==> src/logic/xscs_pkg.sv <==
// package: port indices, bit positions, reset values and state codes of the control/status ports
`default_nettype none
package xscs_pkg;
   // i/o indices of the two ports
   localparam logic [7:0] CTRL_PORT_IDX = 8'h61;
   localparam logic [7:0] STATUS_PORT_IDX = 8'h62;

   // control port field positions
   localparam int CTRL_KBD_CLEAR_BIT = 7;
   localparam int CTRL_KBD_CLOCK_ENABLE_BIT = 6;
   localparam int CTRL_IO_CHECK_DISABLE_BIT = 5;
   localparam int CTRL_RAM_CHECK_DISABLE_BIT = 4;
   localparam int CTRL_SWITCH_BANK_BIT = 3;
   localparam int CTRL_SPARE_BIT = 2;
   localparam int CTRL_SPEAKER_ENABLE_BIT = 1;
   localparam int CTRL_TIMER2_GATE_BIT = 0;

   // control port reset value
   localparam logic [7:0] CTRL_RESET = 8'h00;

   // status port field positions
   localparam int STAT_RAM_CHECK_BIT = 7;
   localparam int STAT_IO_CHECK_BIT = 6;
   localparam int STAT_TIMER2_OUT_BIT = 5;
   localparam int STAT_SPEAKER_INV_BIT = 4;
   localparam int STAT_SWITCH_MSB = 3;
   localparam int STAT_SWITCH_LSB = 0;

   // fixed parity status: no errors ever reported
   localparam logic STAT_RAM_CHECK_VALUE = 1'b0;
   localparam logic STAT_IO_CHECK_VALUE = 1'b0;

   // hardwired low switch bank: size high, size low, coprocessor, loop on self test
   localparam logic [3:0] SWITCH_LOW_BANK = 4'hF;

   // reset values of the speaker pin and keyboard interrupt flops and the read data flop
   localparam logic SPEAKER_PIN_RESET = 1'b0;
   localparam logic KBD_IRQ_RESET = 1'b0;
   localparam logic [7:0] RDATA_RESET = 8'h00;

   // keyboard clock toggle tracking for the nmi request
   typedef enum logic [1:0] {
      XSCS_NMI_IDLE = 2'b01,
      XSCS_NMI_ARMED = 2'b10
   } xscs_nmi_state_t;
endpackage
`default_nettype wire

==> src/logic/xscs_stat_if.sv <==
// interface: signals between the port logic and the status byte composer
`default_nettype none
interface xscs_stat_if;
   logic switch_bank_select;
   logic speaker_pin;
   logic timer2_output;
   logic [3:0] high_switches;
   logic [7:0] status_byte;

   // port logic supplies the sources and reads the composed byte
   modport ports (
      output switch_bank_select,
      output speaker_pin,
      output timer2_output,
      output high_switches,
      input status_byte
   );

   // composer turns sources into the status byte
   modport composer (
      input switch_bank_select,
      input speaker_pin,
      input timer2_output,
      input high_switches,
      output status_byte
   );
endinterface
`default_nettype wire

==> src/logic/xscs_ports.sv <==
// module: system control port and system status port on the processor i/o bus
`default_nettype none
module xscs_ports #(
   parameter int ADDR_W = 8,
   parameter logic [3:0] LOW_BANK = xscs_pkg::SWITCH_LOW_BANK
) (
   // clock and reset
   input wire logic core_clk,
   input wire logic sys_rst,
   // processor i/o bus
   input wire logic [ADDR_W-1:0] io_addr,
   input wire logic io_wr,
   input wire logic io_rd,
   input wire logic [7:0] io_wdata,
   output logic [7:0] io_rdata,
   output logic io_rd_ack,
   // keyboard side
   input wire logic kbd_scan_mode,
   input wire logic kbd_irq_raw,
   input wire logic [3:0] kbd_mode_switches,
   output logic kbd_clear,
   output logic keyboard_interrupt_line,
   output logic kbd_clock_o,
   output logic kbd_clock_oe,
   output logic nmi_request,
   // parity check controls
   output logic io_channel_check_disable,
   output logic ram_check_disable,
   // timer and speaker
   input wire logic timer2_output,
   output logic timer2_gate,
   output logic speaker_output_enable,
   output logic speaker_pin
);
   // exact index match, used for both ports; only the control port decodes writes
   function automatic logic idx_hit(input logic [ADDR_W-1:0] addr, input logic [7:0] idx);
      idx_hit = (addr == ADDR_W'(idx));
   endfunction

   // registers
   logic [7:0] ctrl_reg;
   logic [7:0] ctrl_next;
   logic [7:0] rdata_reg;
   logic [7:0] rdata_next;
   logic rd_ack_reg;
   logic rd_ack_next;
   logic speaker_pin_reg;
   logic speaker_pin_next;
   logic kbd_irq_reg;
   logic kbd_irq_next;
   logic clock_oe_reg;
   logic clock_oe_next;
   logic nmi_reg;
   logic nmi_next;
   xscs_pkg::xscs_nmi_state_t nmi_state_reg;
   xscs_pkg::xscs_nmi_state_t nmi_state_next;

   // address decode of the two ports
   wire logic ctrl_wr;
   wire logic ctrl_rd;
   wire logic stat_rd;
   wire logic any_rd;
   assign ctrl_wr = io_wr & idx_hit(io_addr, xscs_pkg::CTRL_PORT_IDX);
   assign ctrl_rd = io_rd & idx_hit(io_addr, xscs_pkg::CTRL_PORT_IDX);
   assign stat_rd = io_rd & idx_hit(io_addr, xscs_pkg::STATUS_PORT_IDX);
   assign any_rd = ctrl_rd | stat_rd;

   // a write at the status index has no decode, so it is dropped
   // without touching any state of this block

   // written control byte fields
   wire logic wr_clock_enable;
   assign wr_clock_enable = io_wdata[xscs_pkg::CTRL_KBD_CLOCK_ENABLE_BIT];

   // whole byte is stored, spare bit included, so readback is exact
   assign ctrl_next = ctrl_wr ? io_wdata : ctrl_reg;

   // control fields taken from the next value so that pin effects
   // line up with the register update on the same edge
   wire logic next_kbd_clear;
   wire logic next_clock_enable;
   wire logic next_speaker_enable;
   assign next_kbd_clear = ctrl_next[xscs_pkg::CTRL_KBD_CLEAR_BIT];
   assign next_clock_enable = ctrl_next[xscs_pkg::CTRL_KBD_CLOCK_ENABLE_BIT];
   assign next_speaker_enable = ctrl_next[xscs_pkg::CTRL_SPEAKER_ENABLE_BIT];

   // keyboard interrupt is blocked while clear is held, so a key
   // arriving during the clear cannot leak through
   assign kbd_irq_next = kbd_irq_raw & ~next_kbd_clear;

   // open-drain keyboard clock: pulled low whenever the enable is off
   assign clock_oe_next = ~next_clock_enable;

   // speaker pin follows the timer output only while enabled
   assign speaker_pin_next = timer2_output & next_speaker_enable;

   // status byte composer shares the live sources
   xscs_stat_if st_if ();
   assign st_if.switch_bank_select = ctrl_reg[xscs_pkg::CTRL_SWITCH_BANK_BIT];
   assign st_if.speaker_pin = speaker_pin_reg;
   assign st_if.timer2_output = timer2_output;
   assign st_if.high_switches = kbd_mode_switches;

   xscs_status_compose #(
      .LOW_BANK(LOW_BANK)
   ) u_compose (
      .st(st_if.composer)
   );

   // read data: control readback or status byte, zero elsewhere
   // an unmapped read gets no ack so another decoder may claim it
   assign rdata_next = ctrl_rd ? ctrl_reg :
                       stat_rd ? st_if.status_byte :
                       xscs_pkg::RDATA_RESET;
   assign rd_ack_next = any_rd;

   // nmi sequencer: only meaningful in keyboard scan mode; leaving
   // scan mode drops any pending arm so a stale low write cannot fire
   always_comb begin
      nmi_state_next = nmi_state_reg;
      nmi_next = 1'b0;
      unique case (nmi_state_reg)
         xscs_pkg::XSCS_NMI_IDLE: begin
            if (kbd_scan_mode && ctrl_wr && !wr_clock_enable) begin
               nmi_state_next = xscs_pkg::XSCS_NMI_ARMED;
            end
         end
         xscs_pkg::XSCS_NMI_ARMED: begin
            if (!kbd_scan_mode) begin
               nmi_state_next = xscs_pkg::XSCS_NMI_IDLE;
            end else if (ctrl_wr && wr_clock_enable) begin
               nmi_next = 1'b1;
               nmi_state_next = xscs_pkg::XSCS_NMI_IDLE;
            end
         end
         default: begin
            nmi_state_next = xscs_pkg::XSCS_NMI_IDLE;
         end
      endcase
   end

   // control register; every bit clears on reset
   always_ff @(posedge core_clk or posedge sys_rst) begin
      if (sys_rst) begin
         ctrl_reg <= xscs_pkg::CTRL_RESET;
      end else begin
         ctrl_reg <= ctrl_next;
      end
   end

   // bus answer flops
   always_ff @(posedge core_clk or posedge sys_rst) begin
      if (sys_rst) begin
         rdata_reg <= xscs_pkg::RDATA_RESET;
         rd_ack_reg <= 1'b0;
      end else begin
         rdata_reg <= rdata_next;
         rd_ack_reg <= rd_ack_next;
      end
   end

   // pin-facing flops
   always_ff @(posedge core_clk or posedge sys_rst) begin
      if (sys_rst) begin
         speaker_pin_reg <= xscs_pkg::SPEAKER_PIN_RESET;
         kbd_irq_reg <= xscs_pkg::KBD_IRQ_RESET;
         clock_oe_reg <= 1'b1;
      end else begin
         speaker_pin_reg <= speaker_pin_next;
         kbd_irq_reg <= kbd_irq_next;
         clock_oe_reg <= clock_oe_next;
      end
   end

   // nmi tracking flops
   always_ff @(posedge core_clk or posedge sys_rst) begin
      if (sys_rst) begin
         nmi_state_reg <= xscs_pkg::XSCS_NMI_IDLE;
         nmi_reg <= 1'b0;
      end else begin
         nmi_state_reg <= nmi_state_next;
         nmi_reg <= nmi_next;
      end
   end

   // bus outputs
   assign io_rdata = rdata_reg;
   assign io_rd_ack = rd_ack_reg;

   // keyboard outputs; the code port owner clears itself on kbd_clear,
   // and firmware refills it after a scan
   assign kbd_clear = ctrl_reg[xscs_pkg::CTRL_KBD_CLEAR_BIT];
   assign keyboard_interrupt_line = kbd_irq_reg;
   assign kbd_clock_o = 1'b0; // open drain only ever pulls low
   assign kbd_clock_oe = clock_oe_reg;
   assign nmi_request = nmi_reg;

   // parity check disables go to the checkers outside
   assign io_channel_check_disable = ctrl_reg[xscs_pkg::CTRL_IO_CHECK_DISABLE_BIT];
   assign ram_check_disable = ctrl_reg[xscs_pkg::CTRL_RAM_CHECK_DISABLE_BIT];

   // timer gate and speaker
   assign timer2_gate = ctrl_reg[xscs_pkg::CTRL_TIMER2_GATE_BIT];
   assign speaker_output_enable = ctrl_reg[xscs_pkg::CTRL_SPEAKER_ENABLE_BIT];
   assign speaker_pin = speaker_pin_reg;
endmodule
`default_nettype wire

==> src/logic/xscs_status_compose.sv <==
// module: builds the read-only system status byte from live sources
`default_nettype none
module xscs_status_compose #(
   parameter logic [3:0] LOW_BANK = xscs_pkg::SWITCH_LOW_BANK
) (
   // sources and composed byte
   xscs_stat_if.composer st
);
   // switch nibble: hardwired bank or the keyboard mode settings
   wire logic [3:0] switch_nibble;
   assign switch_nibble = st.switch_bank_select ? st.high_switches : LOW_BANK;

   // parity flags are forced low since no parity checker exists here
   assign st.status_byte[xscs_pkg::STAT_RAM_CHECK_BIT] = xscs_pkg::STAT_RAM_CHECK_VALUE;
   assign st.status_byte[xscs_pkg::STAT_IO_CHECK_BIT] = xscs_pkg::STAT_IO_CHECK_VALUE;

   // live timer output, unregistered so a poll sees the current level
   assign st.status_byte[xscs_pkg::STAT_TIMER2_OUT_BIT] = st.timer2_output;

   // inverted speaker pin: 0 means speaker on
   assign st.status_byte[xscs_pkg::STAT_SPEAKER_INV_BIT] = ~st.speaker_pin;

   // low nibble from the selected switch bank
   assign st.status_byte[xscs_pkg::STAT_SWITCH_MSB:xscs_pkg::STAT_SWITCH_LSB] = switch_nibble;
endmodule
`default_nettype wire

==> config.mk <==
export PLATFORM = sky130hd
export DESIGN_NAME = xscs_ports
export DESIGN_NICKNAME = d
export VERILOG_FILES = /design/src/logic/xscs_pkg.sv /design/src/logic/xscs_stat_if.sv /design/src/logic/xscs_ports.sv /design/src/logic/xscs_status_compose.sv
export SDC_FILE = /design/constraint.sdc
export NUM_CORES = 1
export LEC_CHECK = 0
export BUFFER_PORTS_ARGS = -buffer_cell sky130_fd_sc_hd__buf_2
export CORE_ASPECT_RATIO = 0.8
export CORE_MARGIN = 1
export CORE_UTILIZATION = 30
export CTS_CLUSTER_SIZE = 28
export DETAILED_ROUTE_END_ITERATION = 8
export MAX_ROUTING_LAYER = met4
export SYNTH_ARGS = -nofsm -noshare
export SYNTH_HDL_FRONTEND = slang
export SYNTH_HIERARCHICAL = 1
export SYNTH_SLANG_ARGS = --single-unit
==> constraint.sdc <==
create_clock -name core_clk -period 2.11 [get_ports core_clk]
set_input_delay 0.1055 -clock core_clk [delete_from_list [all_inputs] [get_ports core_clk]]
set_output_delay 0.1055 -clock core_clk [all_outputs]
set_load 0.05 [all_outputs]
==> results.toml, run 1 <==
[routing]
viasPerCell = 4.59
first_iter_violations = 25
drtAntennaViolNets = 0
dr.pass1.iters = 4
wl_um = 2110
wl_per_cell_um = 12.3
num_vias = 785
drc = 0

[clock_network]
tritoncts = "built"
cts_buffer_depth = 2
cts_resized = 0
htreeDepth = 1
numCtsBuffers = 3
post_cts.repair.setup_buffers = 0
cts.clk_slew.worst_paths_ps = 80
cts_hold_buffers = 0
cts_sinks = 23
cts-root-buf = "clkbuf_8"
clock_latency_ps = 260

[run]
maxCapViolCount = 0

[critical_path]
cp_slowest_stage_delay_ps = 550
cp.buffers_inverters = 1
crit_fanout = 7
cp_slowest_cell = "and4_1"
crit_chain = "buf_2, nor4b_4, and4_1, mux2_4"
critical_path_class = "in2reg"
arrival_ps = 1500
critPathRequiredTime_ps = 2260
worstSetupStartpointType = "input port"
critPathTopFamily = "simple AND/OR/NAND/NOR gates"
cp-end-kind = "register"

[layout]
final_cell_mix = "buf_2 (44), dfrtp_1 (21), a22oi_1 (9), nor2_1 (9), nand2b_1 (6)"
syn_to_final_growth_pct = 25.9
mostFrequentLayoutCell = "buf_2"
num-fill-cells = 331
num_antenna_cells = 0
fin_nets = 159
stdcell_count = 171
drive_above_1_share = 0.481
fin_area_sq_um = 1340

[floorplanning]
num_rows = 18
ios = 46
start_util = 0.329
coreArea_sq_um = 3240
die_w_um = 68.7
die-height_um = 55.4
dieArea_sq_um = 3800

[synthesis]
avgSynthCellArea_sq_um = 12.1
ys_seq_elements = 23
yosysWarnings = 6
synthCells = 88
synth_cell_types = 28
syn_area_sq_um = 1070
ys_seq_area_frac = 0.542

[timing]
setup_viol = 0
finalClockSkew_ps = 0.966
rsz0062_at_grt = "false"
relSlewSlack = 0.418
period_needed_ps = 1350
hold_viol_final = 0
worst_slew_pin_slew_ps = 873
hold_slack_ps = 15.8
fmax_ghz = 0.743
fin_crit_sh = 0.638
report.final.slew_viol_count = 0
setup-tns-final_ps = 0

[global_routing]
track_usage = 0.130
grt_pass1_vias = 786
overflow = 0
busiest_layer = "met2"
grt_pass1_wl_um = 3580
grt_start_max_net_pins = 24
grt_util_met3 = 0.0496
use_met2 = 0.185
grt_antenna_before_repair = 0
met1_usage = 0.178

[power_and_ir_drop]
switchingPower_uw = 212
internal_power_uw = 629
swShare = 0.252
pwr_density_cell_nw_per_um2 = 626
ir_drop_v = 0.000305
pwr-share-seq = 0.546
total_power_uw = 841
clockPowerShare = 0.321
power_leakage_uw = 0.000685
comb_power_share = 0.133

[outcome]
outcome = "finished clean"

[placed_design]
dp_cells = 167
dp_hpwl_um = 1580
placed_cell_area_sq_um = 1300
place.gp.congestion = 0.759
portBuffers = 44

[worst_hold_path]
hp-class = "in2async"
## worst reg2reg max path: cells and delay by family (launching register included)
| kind | cells | cell delay (ps) |
|---|---|---|
| DFF | 1 | 540 |
| AOI/OAI and AO/OA | 1 | 140 |
| and+or+nand+nor | 2 | 510 |
## synth_stat cells
cell type  count  area, sq um
dfrtp_1       21          526
a22oi_1        9         67.6
nor2_1         9         33.8
nand2b_1       6         37.5
mux2_4         5         75.1
buf_4          4         30.0
nor2b_1        4         25.0
and2_1         2         12.5
and4_2         2         20.0
conb_1         2         7.51
dfstp_2        2         52.6
inv_1          2         7.51
mux2_2         2         22.5
mux2i_1        2         20.0
nand2_1        2         7.51
nand4_1        2         12.5
a21o_2         1         8.76
a21oi_1        1         5.00
a22o_1         1         8.76
and4_1         1         8.76
buf_1          1         3.75
buf_2          1         5.00
buf_6          1         11.3
nand3_1        1         5.00
nand3_2        1         10.0
nor4b_4        1         23.8
nor4bb_1       1         10.0
o21ba_2        1         10.0
## stage by stage
step	utilization	setup slack, ps
CTS	0.414	762
global route	0.414	702
floorplan	-	857
finish	0.414	764
detailed placement	0.400	480
global placement	0.400	528
## layer usage
metal / share of wire / up-vias
met2: 0.45 / 27
met4: 0.0033 / 0
li1: - / 389
met3: 0.059 / 2
met5: 0 / -
met1: 0.48 / 367
## final timing paths
path / endpoint / startpoint / slack, ps / cells after the start
setup / recovery: ctrl_reg[7]$_DFF_PP0_ / io_addr[3] / 760 / 4
hold / removal: io_rdata[3]$_DFF_PP0_ / sys_rst / 20 / 2
setup reg to reg: nmi_state_reg[1]$_DFFE_PP0P_ / nmi_state_reg[0]$_DFFE_PP1P_ / 870 / 3
hold reg to reg: kbd_clock_oe$_DFF_PP1_ / ctrl_reg[6]$_DFF_PP0_ / 460 / 1
max in group asynchronous: io_rdata[7]$_DFF_PP0_ / sys_rst / 1560 / 2
min in group core_clk: nmi_state_reg[0]$_DFFE_PP1P_ / kbd_scan_mode / 30 / 2
## layout make-up
cell class / count / area (sq um) / area share
sequential: 23 / 578 / 0.430
multi-input combinational: 57 / 435 / 0.324
timing repair buffer: 45 / 228 / 0.169
tap: 40 / 50.0 / 0.0372
clock buffer: 4 / 45.0 / 0.0335
inverter: 2 / 7.51 / 0.00559
## kinds of logic (layout without fill, tap and decap cells)
logic type             after synthesis  after routing  synth area share
other                                2              3           0.00704
AOI/OAI and AO/OA                   13             13            0.0938
DFF                                 23             23             0.542
muxes                                9              9             0.110
and+or+nand+nor                     32             32             0.193
buffers and inverters                9             51            0.0539
## power by group through the flow
| stage | combinational (uW) | sequential [uW] | clock [uW] |
|---|---|---|---|
| global placement | 112 | 467 | 0 |
| detailed placement | 113 | 468 | 0 |
| finish | 112 | 459 | 270 |
| CTS | 114 | 459 | 277 |
| global route | 123 | 461 | 298 |
| floorplan | 49.3 | 492 | 0 |
(Power assumes the default switching activity.)
==> run 2: changes to the inputs <==
==> constraint.sdc (replaced) <==
create_clock -name core_clk -period 1.2 [get_ports core_clk]
set_input_delay 0.06 -clock core_clk [delete_from_list [all_inputs] [get_ports core_clk]]
set_output_delay 0.06 -clock core_clk [all_outputs]
set_load 0.05 [all_outputs]
==> run 2 against run 1 <==
Net effect:
- flip-flop and latch count did not move
- setup slack lost 740 ps
- die area did not move
- register-to-register slack got worse by 840 ps
- global-route usage rose by 0.36 points
- largest power group unchanged
==> results.toml, run 2 (synthesized netlist as in run 1, its figures left out) <==
[clock_network]
cts_buffer_depth = 2
clock_latency_ps = 270
post_cts.repair.setup_buffers = 0
numCtsBuffers = 3
cts_sinks = 23
tritoncts = "built"
cts.clk_slew.worst_paths_ps = 90
htreeDepth = 1
cts-root-buf = "clkbuf_8"

[critical_path]
critPathRequiredTime_ps = 1400
r2r-end = "nmi_state_reg[1]$_DFFE_PP0P_"
critical_path_class = "reg2reg"
r2r_cells = 3
arrival_ps = 1370
r2r_slack_ps = 30
crit_fanout = 2
r2r_start = "nmi_state_reg[0]$_DFFE_PP1P_"
worstSetupStartpointType = "register"
cp-end-kind = "register"

[routing]
drtAntennaViolNets = 0
wl_um = 2350
wl_per_cell_um = 13.0
drc = 0
viasPerCell = 4.51
dr.pass1.iters = 4
num_vias = 817
first_iter_violations = 26

[worst_hold_path]
min_from = "io_wdata[0]"
holdPathEnd = "ctrl_reg[0]$_DFFE_PP0N_"
hp-class = "in2reg"
min_path_cells = 2

[global_routing]
grt_pass1_vias = 836
track_usage = 0.133
overflow = 0
grt_antenna_before_repair = 0
grt_start_max_net_pins = 24
grt_pass1_wl_um = 3740

[timing]
setup_viol = 0
fmax_ghz = 0.854
worst_slew_pin_slew_ps = 704
report.final.slew_viol_count = 0
relSlewSlack = 0.530
fin_crit_sh = 0.976
finalClockSkew_ps = 0.644
hold_viol_final = 0
setup-tns-final_ps = 0
period_needed_ps = 1170
setup_ws_ps = 29.3
hold_slack_ps = 16.7

[floorplanning]
num_rows = 18
dieArea_sq_um = 3800
coreArea_sq_um = 3240
start_util = 0.329
die-height_um = 55.4
ios = 46
die_w_um = 68.7

[placed_design]
post-place-ws_ps = -91.4
dp_hpwl_um = 1790
portBuffers = 44
placed_cell_area_sq_um = 1370
place.gp.congestion = 0.749

[layout]
num_antenna_cells = 0
final_cell_mix = "buf_2 (44), dfrtp_1 (21), a22oi_1 (9), nor2_1 (9), buf_4 (8)"
mostFrequentLayoutCell = "buf_2"
seqCellArea_sq_um = 578
drive_above_1_share = 0.518
syn_to_final_growth_pct = 36.5
utilization = 0.449
fin_area_sq_um = 1460
num-fill-cells = 329
multiInputGateArea_sq_um = 452
fin_nets = 169

[run]
maxCapViolCount = 0

[outcome]
outcome = "finished clean"

[power_and_ir_drop]
ir_drop_v = 0.000564
pwr_density_cell_nw_per_um2 = 1030
power_leakage_uw = 0.000739
-- run 2: area by class of cell --
cell class	count	share of cell area
clock buffers	3	0.0284
clock inverters	1	0.00515
inverters	2	0.00515
multi-input cells	57	0.310
flip-flops and latches	23	0.397
well taps	40	0.0344
repair buffers	55	0.220
-- run 2: per-stage QoR --
step	total power, uW	instances
floorplan	952	89
global placement	1030	175
detailed placement	1030	175
CTS	1520	181
global route	1590	181
finish	1510	181
-- run 2: timing repair --
item / in CTS / in global routing
endpoints found under the setup margin: 1 / 2
resized for setup: 0 / 3
pin swaps: 1 / 2
hold buffers: 2 / 0
hold endpoints to repair: 22 / 0
-- run 2: worst max path at each step --
| stage | end | startpoint | slack, ps |
|---|---|---|---|
| floorplan | ctrl_reg[0]$_DFFE_PP0N_ | io_addr[4] | -6 |
| global placement | ctrl_reg[0]$_DFFE_PP0N_ | io_addr[4] | -70 |
| detailed placement | ctrl_reg[4]$_DFFE_PP0N_ | io_addr[4] | -90 |
| CTS | nmi_state_reg[1]$_DFFE_PP0P_ | nmi_state_reg[0]$_DFFE_PP1P_ | 20 |
| global route | nmi_state_reg[1]$_DFFE_PP0P_ | nmi_state_reg[0]$_DFFE_PP1P_ | -40 |
| finish | nmi_state_reg[1]$_DFFE_PP0P_ | nmi_state_reg[0]$_DFFE_PP1P_ | 30 |
-- run 2: metal layers --
metal / share of wire / track usage / up-vias
li1: - / - / 404
met3: 0.063 / 0.0434 / 0
met4: 0 / 0.00893 / 0
met1: 0.46 / 0.177 / 378
met5: 0 / - / -
met2: 0.47 / 0.206 / 35
-- run 2: power breakdown --
part	switching, uW	internal (uW)
clock	247	235
sequential	13.4	793
combinational	127	90.5
total	387	1120
-- run 2: critical path, stage by stage (launching register included) --
cell and delay (ps):
dfstp_2 550, nor4bb_4 200, and4_4 250, a22o_1 120
==> run 3: changes to the inputs <==
--- a/config.mk
+++ b/config.mk
@@ -12,6 +12,7 @@
 export CTS_CLUSTER_SIZE = 28
 export DETAILED_ROUTE_END_ITERATION = 8
 export MAX_ROUTING_LAYER = met4
+export PLACE_DENSITY = 0.69
 export SYNTH_ARGS = -nofsm -noshare
 export SYNTH_HDL_FRONTEND = slang
 export SYNTH_HIERARCHICAL = 1
==> run 3 against run 2 <==
Net effect:
- total power rose by 0.71%
- first-iteration DRC count fell by 12%
- cell area fell by 1.3%
- critical path type unchanged
- flip-flop and latch count did not move
- routed wire length rose by 0.64%
- critical path depth did not move
- combinational power barely moved
- largest power group unchanged
- clock skew rose by 3.5 ps
- utilization fell by 0.58 points
- largest cell class unchanged
- highest routed layer is now met4
- sequential share of layout area rose by 0.52 points
==> results.toml, run 3 (synthesized netlist as in run 1, its figures left out) <==
[clock_network]
tritoncts = "built"
cts-root-buf = "clkbuf_8"
cts_resized = 0
cts_sinks = 23
numCtsBuffers = 3
cts.clk_slew.worst_paths_ps = 80
htreeDepth = 1
clock_latency_ps = 270
cts_buffer_depth = 2

[global_routing]
grt_start_max_net_pins = 24
overflow = 0
grt_pass1_wl_um = 3940
track_usage = 0.145
grt_pass1_vias = 871
grt_antenna_before_repair = 0

[power_and_ir_drop]
clockPowerShare = 0.323
pwr-share-seq = 0.533
total_power_uw = 1520
internal_power_uw = 1120
power_leakage_uw = 0.000739
comb_power_share = 0.144
switchingPower_uw = 399
ir_drop_v = 0.000441
swShare = 0.263
pwr_density_cell_nw_per_um2 = 1050

[layout]
drive_above_1_share = 0.511
mostFrequentLayoutCell = "buf_2"
syn_to_final_growth_pct = 34.7
multiInputGateArea_sq_um = 435
final_cell_mix = "buf_2 (44), dfrtp_1 (21), a22oi_1 (9), nor2_1 (9), buf_4 (8)"
num_antenna_cells = 0
seqCellArea_sq_um = 578
fin_nets = 169
num-fill-cells = 316
fin_area_sq_um = 1440

[outcome]
outcome = "finished clean"

[routing]
first_iter_violations = 23
dr.pass1.iters = 4
num_vias = 840
drtAntennaViolNets = 0
drc = 0
wl_um = 2360
wl_per_cell_um = 13.1
viasPerCell = 4.64

[run]
maxCapViolCount = 0

[timing]
report.final.slew_viol_count = 0
fmax_ghz = 0.834
rsz0062_at_grt = "true"
finalClockSkew_ps = 4.12
period_needed_ps = 1200
fin_crit_sh = 0.999
hold_viol_final = 0
setup_viol = 0

[critical_path]
crit_chain = "nor4bb_1, and4_2, a22o_1"
cp_slowest_stage_delay_ps = 540
critPathRequiredTime_ps = 1410
critical_path_class = "reg2reg"
cp-end-kind = "register"
cp_slowest_cell = "dfstp_2"
crit_fanout = 2
worstSetupStartpointType = "register"
arrival_ps = 1410

[floorplanning]
dieArea_sq_um = 3800
ios = 46
coreArea_sq_um = 3240
die_w_um = 68.7
die-height_um = 55.4
num_rows = 18
start_util = 0.329

[placed_design]
dp_hpwl_um = 1820
portBuffers = 44
placed_cell_area_sq_um = 1370
place.gp.congestion = 0.885

[worst_hold_path]
hp-class = "in2reg"
run 3: cell types whose count changed in the layout (fill, tap and decap cells not counted):
cell        delta
and4_2         +1
and4_4         -1
clkinv_2       +1
clkinvlp_4     -1
nor4bb_1       +1
nor4bb_4       -1
run 3: routing by layer:
| layer | track usage | vias up | routed length (um) |
|---|---|---|---|
| met3 | 0.0413 | 2 | 149 |
| li1 | - | 407 | - |
| met4 | 0.0506 | 0 | 14 |
| met1 | 0.185 | 398 | 1060 |
| met2 | 0.217 | 33 | 1140 |
| met5 | - | - | 0 |
run 3: worst max-delay path: cells and delay by family (launching register included):
family          cells  cell delay, ps
compound gates      1             150
flops               1             540
simple gates        2             450
run 3: power by group through the flow:
stage,clock network [uW],logic (uW),registers (uW)
6_report,489,219,808
3_5_place_dp,0,214,824
4_1_cts,495,219,809
3_3_place_gp,0,210,822
5_1_grt,527,239,812
2_1_floorplan,0,86.7,865
run 3: timing repair:
item,in CTS,in global routing
pin swaps,2,0
hold endpoints to repair,22,0
endpoints found under the setup margin,2,1
hold buffers,2,0
setup buffers,0,0
run 3: worst paths after layout:
path | startpoint | end | slack, ps | cells past startpoint
max | nmi_state_reg[0]$_DFFE_PP1P_ | nmi_state_reg[1]$_DFFE_PP0P_ | 1 | 3
min reg2reg | ctrl_reg[6]$_DFF_PP0_ | kbd_clock_oe$_DFF_PP1_ | 470 | 1
min in group asynchronous | sys_rst | io_rd_ack$_DFF_PP0_ | 360 | 4
max in group asynchronous | sys_rst | nmi_state_reg[0]$_DFFE_PP1P_ | 560 | 4
min | io_wdata[4] | ctrl_reg[4]$_DFFE_PP0N_ | 20 | 2
max reg2reg | nmi_state_reg[0]$_DFFE_PP1P_ | nmi_state_reg[1]$_DFFE_PP0P_ | 1 | 3
run 3: final cells by class:
| cell class | instances | area share |
|---|---|---|
| Clock inverter | 1 | 0.00348 |
| Inverter | 2 | 0.00522 |
| Clock buffer | 3 | 0.0287 |
| Timing Repair Buffer | 55 | 0.223 |
| Tap cell | 40 | 0.0348 |
| Sequential cell | 23 | 0.402 |
| Multi-Input combinational cell | 57 | 0.303 |
run 3: metrics by stage:
stage / cells / hold slack (ps) / setup WS [ps] / util / TNS, ps
2_1_floorplan: 89 / 60.4 / -5.93 / - / -29.7
3_3_place_gp: 175 / 103 / -60.1 / 0.423 / -381
3_5_place_dp: 175 / 114 / -70.1 / 0.423 / -542
4_1_cts: 181 / 14.3 / 0.602 / 0.443 / 0
5_1_grt: 181 / 18.2 / -35.4 / 0.443 / -35.4
6_report: 181 / 16.8 / 0.961 / 0.443 / 0
